**config.mk**
```make
export PLATFORM = sky130hd
export DESIGN_NAME = drb_loop_div_regs
export DESIGN_NICKNAME = d
export VERILOG_FILES = /design/src/drb_loop_div_regs.v /design/src/drb_reg_byte.v
export VERILOG_INCLUDE_DIRS = /design/src
export SDC_FILE = /design/constraint.sdc
export NUM_CORES = 1
export LEC_CHECK = 0
export ABC_AREA = 1
export BUFFER_PORTS_ARGS = -buffer_cell sky130_fd_sc_hd__buf_4
export CAP_MARGIN = 20
export CORE_MARGIN = 5
export CORE_UTILIZATION = 48
export DETAILED_ROUTE_END_ITERATION = 10
export GPL_ROUTABILITY_DRIVEN = 0
export PLACE_DENSITY = 0.79
export SLEW_MARGIN = 20
export SYNTH_ARGS = -nofsm -noshare
export SYNTH_HDL_FRONTEND = slang
export SYNTH_SLANG_ARGS = --single-unit
export TNS_END_PERCENT = 10
```
**constraint.sdc**
```tcl
create_clock -name aclk -period 1.7 [get_ports aclk]
set_input_delay 0.255 -clock aclk [delete_from_list [all_inputs] [get_ports aclk]]
set_output_delay 0.255 -clock aclk [all_outputs]
set_load 0.02 [all_outputs]
```
**src/drb_regs_map.vh**
```
// Register map, field layout and reset values of the loop divider register slice
`ifndef DRB_REGS_MAP_VH
`define DRB_REGS_MAP_VH

// Register indices; printed offsets are not word aligned, byte address = 4 * index
`define DRB_IDX_BW_LO 16'h044e
`define DRB_IDX_BW_HI 16'h044f
`define DRB_IDX_FILT 16'h0450
`define DRB_IDX_INT_LO 16'h0451
`define DRB_IDX_INT_MID 16'h0452
`define DRB_IDX_INT_TOP 16'h0453
`define DRB_IDX_NUM_LO 16'h0454
`define DRB_IDX_NUM_MID 16'h0455
`define DRB_IDX_NUM_HI 16'h0456
`define DRB_IDX_MOD_LO 16'h0457
`define DRB_IDX_MOD_MID 16'h0458
`define DRB_IDX_MOD_HI 16'h0459
`define DRB_IDX_FIRST 16'h044e
`define DRB_NUM_REGS 4'd12

// Reset values
`define DRB_RST_BW_LO 8'hf4
`define DRB_RST_BW_HI 8'h01
`define DRB_RST_FILT 8'h00
`define DRB_RST_INT_LO 8'hcb
`define DRB_RST_INT_MID 8'h07
`define DRB_RST_INT_TOP 8'h00
`define DRB_RST_NUM_LO 8'h04
`define DRB_RST_NUM_MID 8'h00
`define DRB_RST_NUM_HI 8'h00
`define DRB_RST_MOD_LO 8'h05
`define DRB_RST_MOD_MID 8'h00
`define DRB_RST_MOD_HI 8'h00

// Writable bit masks; reserved bits stay zero
`define DRB_MASK_FULL 8'hff
`define DRB_MASK_FILT 8'h02
`define DRB_MASK_INT_TOP 8'h01
`define DRB_MASK_HI7 8'h7f
`define DRB_FILT_BIT 1

// AXI response codes
`define DRB_RESP_OKAY 2'b00
`define DRB_RESP_SLVERR 2'b10

`endif

```
**src/drb_loop_div_regs.v**
```verilog
// AXI4-Lite register slice: loop bandwidth, filter select and feedback divider
//
// The implementer's own choice: the AXI4-Lite slave port.
`timescale 1ns/10ps
`default_nettype none
`include "drb_regs_map.vh"

module drb_loop_div_regs #(
   parameter ADDR_W = 16
) (
   input wire aclk,
   input wire aresetn,
   input wire [ADDR_W-1:0] s_axi_awaddr,
   input wire [2:0] s_axi_awprot,
   input wire s_axi_awvalid,
   output reg s_axi_awready,
   input wire [31:0] s_axi_wdata,
   input wire [3:0] s_axi_wstrb,
   input wire s_axi_wvalid,
   output reg s_axi_wready,
   output reg [1:0] s_axi_bresp,
   output reg s_axi_bvalid,
   input wire s_axi_bready,
   input wire [ADDR_W-1:0] s_axi_araddr,
   input wire [2:0] s_axi_arprot,
   input wire s_axi_arvalid,
   output reg s_axi_arready,
   output reg [31:0] s_axi_rdata,
   output reg [1:0] s_axi_rresp,
   output reg s_axi_rvalid,
   input wire s_axi_rready,
   output reg [15:0] loop_bw_scale_r,
   output reg high_margin_filter_r,
   output reg [16:0] integer_divider_field_r,
   output reg [17:0] feedback_divide_value_r,
   output reg [22:0] fraction_numerator_r,
   output reg [22:0] fraction_modulus_r
);

   // ----------------------------------------------------------------
   // Address decode
   // ----------------------------------------------------------------
   // Returns slot 0..11, or 12 when the byte address hits no register
   function [3:0] slot_of;
      input [ADDR_W-1:0] addr;
      reg [ADDR_W-1:0] idx;
      reg [ADDR_W-1:0] diff;
      begin
         idx = addr >> 2;
         diff = idx - `DRB_IDX_FIRST;
         if (addr[1:0] != 2'b00 || idx < `DRB_IDX_FIRST
            || idx > `DRB_IDX_MOD_HI) begin
            slot_of = `DRB_NUM_REGS;
         end else begin
            slot_of = diff[3:0];
         end
      end
   endfunction

   // ----------------------------------------------------------------
   // Write channel
   // ----------------------------------------------------------------
   reg aw_held_r;
   reg w_held_r;
   reg [ADDR_W-1:0] aw_addr_r;
   reg [7:0] w_byte_r;
   reg w_lane0_r;

   wire aw_take = s_axi_awvalid && s_axi_awready;
   wire w_take = s_axi_wvalid && s_axi_wready;
   wire wr_go = aw_held_r && w_held_r && !s_axi_bvalid;
   wire [3:0] wr_slot = slot_of(aw_addr_r);
   wire wr_hit = wr_slot != `DRB_NUM_REGS;
   // Only byte lane 0 carries data; other lanes read zero
   wire wr_do = wr_go && wr_hit && w_lane0_r;

   always @(posedge aclk) begin
      if (!aresetn) begin
         aw_held_r <= 1'b0;
         w_held_r <= 1'b0;
         aw_addr_r <= {ADDR_W{1'b0}};
         w_byte_r <= 8'h00;
         w_lane0_r <= 1'b0;
         s_axi_awready <= 1'b0;
         s_axi_wready <= 1'b0;
         s_axi_bvalid <= 1'b0;
         s_axi_bresp <= `DRB_RESP_OKAY;
      end else begin
         s_axi_awready <= !aw_held_r && !aw_take;
         s_axi_wready <= !w_held_r && !w_take;
         if (aw_take) begin
            aw_held_r <= 1'b1;
            aw_addr_r <= s_axi_awaddr;
         end
         if (w_take) begin
            w_held_r <= 1'b1;
            w_byte_r <= s_axi_wdata[7:0];
            w_lane0_r <= s_axi_wstrb[0];
         end
         if (wr_go) begin
            aw_held_r <= 1'b0;
            w_held_r <= 1'b0;
            s_axi_awready <= 1'b1;
            s_axi_wready <= 1'b1;
            s_axi_bvalid <= 1'b1;
            s_axi_bresp <= wr_hit ? `DRB_RESP_OKAY : `DRB_RESP_SLVERR;
         end else if (s_axi_bvalid && s_axi_bready) begin
            s_axi_bvalid <= 1'b0;
         end
      end
   end

   // ----------------------------------------------------------------
   // Register storage
   // ----------------------------------------------------------------
   wire [7:0] bw_lo, bw_hi, filt, int_lo, int_mid, int_top;
   wire [7:0] num_lo, num_mid, num_hi, mod_lo, mod_mid, mod_hi;

   drb_reg_byte #(.RESET_VAL(`DRB_RST_BW_LO), .WR_MASK(`DRB_MASK_FULL)) u_bw_lo (
      .aclk(aclk), .aresetn(aresetn), .wr_en(wr_do && wr_slot == 4'h0),
      .wr_data(w_byte_r), .value_r(bw_lo));
   drb_reg_byte #(.RESET_VAL(`DRB_RST_BW_HI), .WR_MASK(`DRB_MASK_FULL)) u_bw_hi (
      .aclk(aclk), .aresetn(aresetn), .wr_en(wr_do && wr_slot == 4'h1),
      .wr_data(w_byte_r), .value_r(bw_hi));
   drb_reg_byte #(.RESET_VAL(`DRB_RST_FILT), .WR_MASK(`DRB_MASK_FILT)) u_filt (
      .aclk(aclk), .aresetn(aresetn), .wr_en(wr_do && wr_slot == 4'h2),
      .wr_data(w_byte_r), .value_r(filt));
   drb_reg_byte #(.RESET_VAL(`DRB_RST_INT_LO), .WR_MASK(`DRB_MASK_FULL)) u_int_lo (
      .aclk(aclk), .aresetn(aresetn), .wr_en(wr_do && wr_slot == 4'h3),
      .wr_data(w_byte_r), .value_r(int_lo));
   drb_reg_byte #(.RESET_VAL(`DRB_RST_INT_MID), .WR_MASK(`DRB_MASK_FULL)) u_int_mid (
      .aclk(aclk), .aresetn(aresetn), .wr_en(wr_do && wr_slot == 4'h4),
      .wr_data(w_byte_r), .value_r(int_mid));
   drb_reg_byte #(.RESET_VAL(`DRB_RST_INT_TOP), .WR_MASK(`DRB_MASK_INT_TOP)) u_int_top (
      .aclk(aclk), .aresetn(aresetn), .wr_en(wr_do && wr_slot == 4'h5),
      .wr_data(w_byte_r), .value_r(int_top));
   drb_reg_byte #(.RESET_VAL(`DRB_RST_NUM_LO), .WR_MASK(`DRB_MASK_FULL)) u_num_lo (
      .aclk(aclk), .aresetn(aresetn), .wr_en(wr_do && wr_slot == 4'h6),
      .wr_data(w_byte_r), .value_r(num_lo));
   drb_reg_byte #(.RESET_VAL(`DRB_RST_NUM_MID), .WR_MASK(`DRB_MASK_FULL)) u_num_mid (
      .aclk(aclk), .aresetn(aresetn), .wr_en(wr_do && wr_slot == 4'h7),
      .wr_data(w_byte_r), .value_r(num_mid));
   drb_reg_byte #(.RESET_VAL(`DRB_RST_NUM_HI), .WR_MASK(`DRB_MASK_HI7)) u_num_hi (
      .aclk(aclk), .aresetn(aresetn), .wr_en(wr_do && wr_slot == 4'h8),
      .wr_data(w_byte_r), .value_r(num_hi));
   drb_reg_byte #(.RESET_VAL(`DRB_RST_MOD_LO), .WR_MASK(`DRB_MASK_FULL)) u_mod_lo (
      .aclk(aclk), .aresetn(aresetn), .wr_en(wr_do && wr_slot == 4'h9),
      .wr_data(w_byte_r), .value_r(mod_lo));
   drb_reg_byte #(.RESET_VAL(`DRB_RST_MOD_MID), .WR_MASK(`DRB_MASK_FULL)) u_mod_mid (
      .aclk(aclk), .aresetn(aresetn), .wr_en(wr_do && wr_slot == 4'ha),
      .wr_data(w_byte_r), .value_r(mod_mid));
   drb_reg_byte #(.RESET_VAL(`DRB_RST_MOD_HI), .WR_MASK(`DRB_MASK_HI7)) u_mod_hi (
      .aclk(aclk), .aresetn(aresetn), .wr_en(wr_do && wr_slot == 4'hb),
      .wr_data(w_byte_r), .value_r(mod_hi));

   // ----------------------------------------------------------------
   // Assembled fields for the loop datapath
   // ----------------------------------------------------------------
   wire [16:0] int_field = {int_top[0], int_mid, int_lo};

   // Reset images of the assembled fields, built from the byte reset values
   // so the loop sees the documented defaults while reset is still held
   localparam [7:0] RST_FILT_BYTE = `DRB_RST_FILT;
   localparam [23:0] RST_INT_BYTES = {`DRB_RST_INT_TOP, `DRB_RST_INT_MID, `DRB_RST_INT_LO};
   localparam [16:0] RST_INT_FIELD = RST_INT_BYTES[16:0];
   localparam [17:0] RST_DIV_VALUE = {1'b0, RST_INT_FIELD} + 18'h00001;
   localparam [23:0] RST_NUM_BYTES = {`DRB_RST_NUM_HI, `DRB_RST_NUM_MID, `DRB_RST_NUM_LO};
   localparam [23:0] RST_MOD_BYTES = {`DRB_RST_MOD_HI, `DRB_RST_MOD_MID, `DRB_RST_MOD_LO};

   // Registered one cycle after the byte registers so all outputs are flops;
   // software writing bytes one at a time still sees torn values meanwhile
   always @(posedge aclk) begin
      if (!aresetn) begin
         loop_bw_scale_r <= {`DRB_RST_BW_HI, `DRB_RST_BW_LO};
         high_margin_filter_r <= RST_FILT_BYTE[`DRB_FILT_BIT];
         integer_divider_field_r <= RST_INT_FIELD;
         feedback_divide_value_r <= RST_DIV_VALUE;
         fraction_numerator_r <= RST_NUM_BYTES[22:0];
         fraction_modulus_r <= RST_MOD_BYTES[22:0];
      end else begin
         loop_bw_scale_r <= {bw_hi, bw_lo};
         high_margin_filter_r <= filt[`DRB_FILT_BIT];
         integer_divider_field_r <= int_field;
         feedback_divide_value_r <= {1'b0, int_field} + 18'h00001;
         fraction_numerator_r <= {num_hi[6:0], num_mid, num_lo};
         fraction_modulus_r <= {mod_hi[6:0], mod_mid, mod_lo};
      end
   end

   // ----------------------------------------------------------------
   // Read channel
   // ----------------------------------------------------------------
   reg [7:0] rd_byte;
   wire [3:0] rd_slot = slot_of(s_axi_araddr);
   wire ar_take = s_axi_arvalid && s_axi_arready;

   always @* begin
      case (rd_slot)
         4'h0: rd_byte = bw_lo;
         4'h1: rd_byte = bw_hi;
         4'h2: rd_byte = filt;
         4'h3: rd_byte = int_lo;
         4'h4: rd_byte = int_mid;
         4'h5: rd_byte = int_top;
         4'h6: rd_byte = num_lo;
         4'h7: rd_byte = num_mid;
         4'h8: rd_byte = num_hi;
         4'h9: rd_byte = mod_lo;
         4'ha: rd_byte = mod_mid;
         4'hb: rd_byte = mod_hi;
         default: rd_byte = 8'h00;
      endcase
   end

   always @(posedge aclk) begin
      if (!aresetn) begin
         s_axi_arready <= 1'b0;
         s_axi_rvalid <= 1'b0;
         s_axi_rdata <= 32'h00000000;
         s_axi_rresp <= `DRB_RESP_OKAY;
      end else begin
         s_axi_arready <= !s_axi_rvalid && !ar_take;
         if (ar_take) begin
            s_axi_rvalid <= 1'b1;
            s_axi_rdata <= {24'h000000, rd_byte};
            s_axi_rresp <= (rd_slot == `DRB_NUM_REGS) ? `DRB_RESP_SLVERR : `DRB_RESP_OKAY;
         end else if (s_axi_rvalid && s_axi_rready) begin
            s_axi_rvalid <= 1'b0;
            s_axi_arready <= 1'b1;
         end
      end
   end

endmodule // drb_loop_div_regs

`default_nettype wire

```
**src/drb_reg_byte.v**
```verilog
// One byte-wide configuration register with reset value and writable mask
`timescale 1ns/10ps
`default_nettype none

module drb_reg_byte #(
   parameter [7:0] RESET_VAL = 8'h00,
   parameter [7:0] WR_MASK = 8'hff
) (
   input wire aclk,
   input wire aresetn,
   input wire wr_en,
   input wire [7:0] wr_data,
   output reg [7:0] value_r
);

   always @(posedge aclk) begin
      if (!aresetn) begin
         value_r <= RESET_VAL;
      end else if (wr_en) begin
         value_r <= wr_data & WR_MASK;
      end
   end

endmodule // drb_reg_byte

`default_nettype wire

```
[Yosys cells after proc, flatten, opt, wreduce, memory -nomap -nowiden]
Index checks and enable logic that the tools add are counted.
Storage, ports and cells
  ROM bits: 0
  latch bits: 0
  logic and storage cells: 118
  bits of input ports: 81
  register bits: 222
  memory bits (writable): 0
  memories kept: 0
  output and inout bits: 139
Operators by class
  shift operators: 0
  div/mod/pow operators: 0
  reductions and logical operators: 42
  add/sub/neg operators: 3
  mux-type cells: 13
  eq/ne operators: 24
  bitwise gates (word level): 1
  magnitude comparators: 4
  multipliers: 0
Operators with widths (number)
  one-hot mux 8 bit (12 select lines): 1
  equality test 4 bit (second input constant): 9
  equality test 4 x 3 -> 1 bit (second input constant): 8
  > comparator 14 x 11 -> 1 bit (second input constant): 2
  < comparator 14 x 11 -> 1 bit (second input constant): 2
  logical AND 1 bit: 24
  adder 17 x 1 -> 18 bit (second input constant): 1
  equality test 4 x 2 -> 1 bit (second input constant): 4
  equality test 4 x 1 -> 1 bit (second input constant): 2
  zero test 4 bit: 2
  two-way mux 1 bit: 8
  two-way mux 4 bit: 2
  nonzero test 2 bit: 4
  subtractor 4 bit (second input constant): 2
  zero test 1 bit: 7
  logical OR 1 bit: 4
  two-way mux 2 bit: 2
  != test 4 bit (second input constant): 1
  OR reduction 2 bit: 1
  inverter 1 bit: 1

[Longest topological paths before layout]
  word-level depth: 8
  depth in mapped cells: 15
  depth with buffers taken out: 14

[Modules after synthesis]
A second synthesis with hierarchy kept.
Second synthesis, totals
  cell total of the unflattened synthesis: 1283
  area total of the unflattened synthesis: 9196.3 um2
By module, submodules not included
  drb_loop_div_regs: area an instance 5786.8 um2, times used 1, cells each 789, sequential area each 2802.7 um2
  drb_reg_byte (u_mod_mid ...): area an instance 356.6 um2, times used 2, cells each 51, sequential area each 160.2 um2
  drb_reg_byte (u_bw_hi ...): area an instance 340.3 um2, times used 2, cells each 50, sequential area each 160.2 um2
  drb_reg_byte (u_bw_lo ...): area an instance 301.5 um2, times used 2, cells each 41, sequential area each 160.2 um2
  drb_reg_byte (u_mod_hi ...): area an instance 294.0 um2, times used 2, cells each 45, sequential area each 140.1 um2
  drb_reg_byte (u_mod_lo): area an instance 317.8 um2, times used 1, cells each 47, sequential area each 160.2 um2
  drb_reg_byte (u_int_mid): area an instance 311.5 um2, times used 1, cells each 45, sequential area each 160.2 um2
  drb_reg_byte (u_filt ...): area an instance 97.6 um2, times used 2, cells each 14, sequential area each 20.0 um2

[Worst setup path before layout]
OpenSTA, ideal clock, no wires.
  kind: register to register
  from: register u_int_lo.value_r[0]
  to: register feedback_divide_value_r[16]
  data required time: 1.583 ns
  clock period less this slack: 1.758 ns
  arrival: 1.641 ns
  slack: -0.058 ns
  stages on the path, launching flop included: 11
  cells stage by stage: dfxtp_1 > ha_1 > nand2_1 > nor2_1 > nand2_1 > nor2_1 > nand4_1 > nor4_2 > nand3_1 > o21ai_1 > a21oi_1
On the way
  word-level cells in the longest chain between the ends: 1
Ends and longest elaborated chain
  from (decl): RTL line drb_reg_byte.v:13  | output reg [7:0] value_r
  from (signal assigned): RTL line drb_reg_byte.v:20  | value_r <= wr_data & WR_MASK;
  adder 17 x 1 -> 18 bit: RTL line drb_loop_div_regs.v:184  | feedback_divide_value_r <= {1'b0, int_field} + 18'h00001;
  to (signal assigned): RTL line drb_loop_div_regs.v:184
  to (decl): RTL line drb_loop_div_regs.v:35  | output reg [17:0] feedback_divide_value_r,
No other way between the ends.
A chain may end at the register's enable or synchronous reset.

[Final worst setup path]
  from: register aw_addr_r[7]
  to: register u_mod_mid.value_r[6]
On the way
  word-level cells in the longest chain between the ends: 8
  elaborated cells between the ends (all ways): 10
  classes of those cells: order compare (2); eq/ne (2); mux (1); reduce/logical (5)
Ends and longest elaborated chain
  from (decl): RTL line drb_loop_div_regs.v:65  | reg [ADDR_W-1:0] aw_addr_r;
  from (signal assigned): RTL line drb_loop_div_regs.v:81  | aw_addr_r <= {ADDR_W{1'b0}};
  from (signal assigned): RTL line drb_loop_div_regs.v:93  | aw_addr_r <= s_axi_awaddr;
  < comparator 14 x 11 -> 1 bit (no line)
  logical OR 1 bit (no line)
  logical OR 1 bit (no line) *
  two-way mux 4 bit *: RTL line drb_loop_div_regs.v:51  | if (addr[1:0] != 2'b00 || idx < `DRB_IDX_FIRST
  != test 4 bit (no line)
  logical AND 1 bit (2 in a row): RTL line drb_loop_div_regs.v:75  | wire wr_do = wr_go && wr_hit && w_lane0_r;
  logical AND 1 bit *: RTL line drb_loop_div_regs.v:150  | .aclk(aclk), .aresetn(aresetn), .wr_en(wr_do && wr_slot == 4'ha),
  to (signal assigned): RTL line drb_reg_byte.v:20
  to (decl): RTL line drb_reg_byte.v:13
Every way passes the cells marked *; elsewhere a longest branch is shown, timed or not.

==> results.py <==
metrics = {
    "run_status": {
        "failed_checks": "setup timing",
        "outcome": "finished, violations left",
    },
    "logic_synthesis": {
        "synth.largest_area_cell": "dfxtp_1",
        "synth_area_mm2": 0.00867,
        "synth-seq-cells": 220,
        "synth_cell_type_count": 37,
        "syn_inst": 1138,
        "avgSynthCellArea_um2": 7.61,
        "ys_warn_count": 0,
        "yosysSeqAreaShare_pct": 50.8,
        "netlist.area_leader.share_pct": 50.8,
        "synthTopCellsByArea": "dfxtp_1 51%, nor2_1 8.8%, nand2_1 8.5%, o21ai_0 5.7%, inv_1 5.3%",
    },
    "critical_path": {
        "worstPathMaxFanout": 5,
        "critPathKind": "reg2reg",
        "worst_ep_required_time_ns": 2.09,
        "cp-start-kind": "register",
        "end_kind": "register",
        "crit_arrival_ns": 2.48,
    },
    "clocking": {
        "clock_path_buffers": 3,
        "cts_tree": "built",
        "clkLatencyLatePin_ns": 0.50,
        "cts-buffers-inserted": 22,
        "cts_root_buffer": "clkbuf_16",
        "clkSlewWorstSetupHoldPaths_ns": 0.06,
        "h-tree-depth": 1,
        "cts.sinks": 220,
    },
    "place": {
        "dp_hpwl_mm": 16.8,
        "dp_cells": 1546,
        "io_buffers": 160,
        "placed_area_mm2": 0.0105,
    },
    "route": {
        "firstDrtPassIters": 6,
        "vias": 8098,
        "drt_iter0_drc": 787,
        "wl_per_cell_um": 15.1,
        "drt_wl_total_mm": 24.3,
        "viasPerCell": 5.04,
        "antenna_left": 0,
        "drcViolationCount": 0,
    },
    "grt": {
        "overflow": 0,
        "grt_use_total_pct": 21.9,
        "grt_first_pass_wirelength_mm": 36.9,
        "grt_max_degree": 59,
        "grt_pass1_vias": 7391,
        "antenna_found_initial": 0,
    },
    "hold_path": {
        "holdCritPathClass": "in2reg",
    },
    "pwr": {
        "powerDensity_mw_per_mm2": 948,
        "peakVddDrop_uv": 653,
        "p_leak_nw": 5.90,
        "finalPower_mw": 11.1,
    },
    "floorplanning": {
        "ios": 220,
        "start_util_pct": 48.6,
        "die_area_mm2": 0.0208,
        "die_w_um": 144,
        "rows": 49,
        "die_h_um": 144,
        "core-area_mm2": 0.0178,
    },
    "sta": {
        "rsz0062_at_grt": "true",
        "fmax_mhz": 478,
        "slew_violations": 0,
        "finalSetupViolations": 82,
        "tns_ns": -20.67,
        "tightest_slew_ns": 0.700,
        "fin_worst_skew_ns": 0.0101,
        "worst_hold_slack_ns": 0.0103,
        "setup_slack_ns": -0.393,
        "min_period_ns": 2.09,
        "min_period_over_period_pct": 123,
        "slew_headroom_pct": 53.3,
        "hold_viol_final": 0,
    },
    "layout": {
        "instances_no_fill": 1606,
        "fin_area_mm2": 0.0117,
        "drive_gt1_share_pct": 27.0,
        "fin_nets": 1445,
        "antenna_cells": 0,
        "syn_to_final_growth_pct": 34.8,
        "final_cell_mix": "226 x buf_4, 215 x dfxtp_1, 193 x nand2_1, 192 x nor2_1, 118 x inv_1",
        "layout_commonest_cell": "buf_4",
        "fill_cells": 1425,
    },
    "run": {
        "drv_cap": 0,
    },
}
flip-flops by register name, summed over array words and instances, names as in the netlist, 7 cells and up:
signal,flops
u_num_lo.value_r,8
aw_addr_r,16
u_int_mid.value_r,8
u_mod_mid.value_r,8
fraction_numerator_r,23
u_bw_lo.value_r,8
u_num_hi.value_r,7
u_mod_hi.value_r,7
u_num_mid.value_r,8
feedback_divide_value_r,18
integer_divider_field_r,17
loop_bw_scale_r,16
u_mod_lo.value_r,8
u_int_lo.value_r,8
u_bw_hi.value_r,8
s_axi_rdata,8
w_byte_r,8
fraction_modulus_r,23
cell usage after synthesis:
library cell / n
or2_2: 7
conb_1: 1
a21oi_1: 31
nor2_4: 10
nand3b_1: 1
nand4_2: 6
xnor2_1: 2
nand4_4: 2
o211ai_1: 7
a21oi_2: 1
ha_1: 3
nor4_1: 1
o2111ai_1: 1
nand3_2: 1
nand3_1: 85
nor3_1: 26
a211oi_1: 1
xor2_1: 2
buf_4: 34
o21ai_1: 6
clkbuf_1: 33
nor2_2: 5
o21ai_0: 98
dfxtp_1: 220
nor2_8: 2
nand4_1: 4
inv_2: 8
nand2_1: 197
nand2_2: 1
o21ai_2: 2
nor4_2: 1
nor2_1: 203
a31o_2: 1
buf_1: 5
xnor2_2: 1
inv_1: 123
buf_2: 6
repair_timing:
item / CTS / global route
hold endpoints to repair: 5 / 0
pin swaps: 6 / 24
cloned: 0 / 2
gates resized for setup: 19 / 52
setup buffers: 6 / 7
endpoints found under the setup margin: 84 / 86
hold buffers: 5 / 0
kinds of logic after synthesis:
kind of cell | synth area share (%)
and+or+nand+nor | 28.5
DFF | 50.8
buffers and inverters | 10.6
AOI/OAI and AO/OA | 9.00
xor gates and xnor gates | 0.592
adders and majority gates | 0.433
other | 0.0433
cell type report:
type | instances | area, um2 | area share [%]
sequential | 220 | 4410 | 37.8
clock inverter | 11 | 155 | 1.33
multi-input combinational | 734 | 3590 | 30.8
inverter | 131 | 494 | 4.23
clock buffer | 29 | 628 | 5.38
timing repair buffer | 252 | 2110 | 18.1
tap | 229 | 287 | 2.45
worst paths after layout:
path	from	endpoint	slack (ns)	cells past startpoint
worst max-delay path	aw_addr_r[7]	u_mod_mid.value_r[6]	-0.39	13
worst min-delay path	s_axi_awaddr[11]	aw_addr_r[11]	0.01	3
worst max register to register	aw_addr_r[7]	u_mod_mid.value_r[6]	-0.39	13
worst min register to register	u_mod_lo.value_r[3]	fraction_modulus_r[3]	0.45	2
metrics by stage:
| stage | setup slack [ns] | utilization [%] |
|---|---|---|
| 2_1_floorplan | -0.0571 | - |
| 3_3_place_gp | -0.213 | 58.8 |
| 3_5_place_dp | -0.293 | 58.8 |
| 4_1_cts | -0.210 | 64.1 |
| 5_1_grt | -0.513 | 65.5 |
| 6_report | -0.393 | 65.5 |
report_power, final:
group	internal (mW)	switching [mW]	leakage, nW
logic	0.229	0.334	3.73
registers	5.22	0.101	1.78
clock network	3.21	1.98	0.392
worst max-delay path: stages (launching register included):
cell	delay, ns
dfxtp_2	0.33
nor2_2	0.10
nand4_1	0.12
nor2_1	0.14
nand2_2	0.15
inv_4	0.12
o21ai_4	0.08
nand2_2	0.13
buf_6	0.12
nand4_4	0.12
buf_4	0.20
clkbuf_16	0.14
nor3_1	0.16
nor2_1	0.08
metal layers:
metal | wire [um] | up-vias | global-route usage, %
met5 | 0 | - | 0
met4 | 959 | 0 | 8.44
met3 | 2610 | 88 | 3.80
met2 | 11300 | 434 | 36.7
met1 | 9450 | 3598 | 28.3
li1 | - | 3978 | -
(Power assumes the default switching activity.)
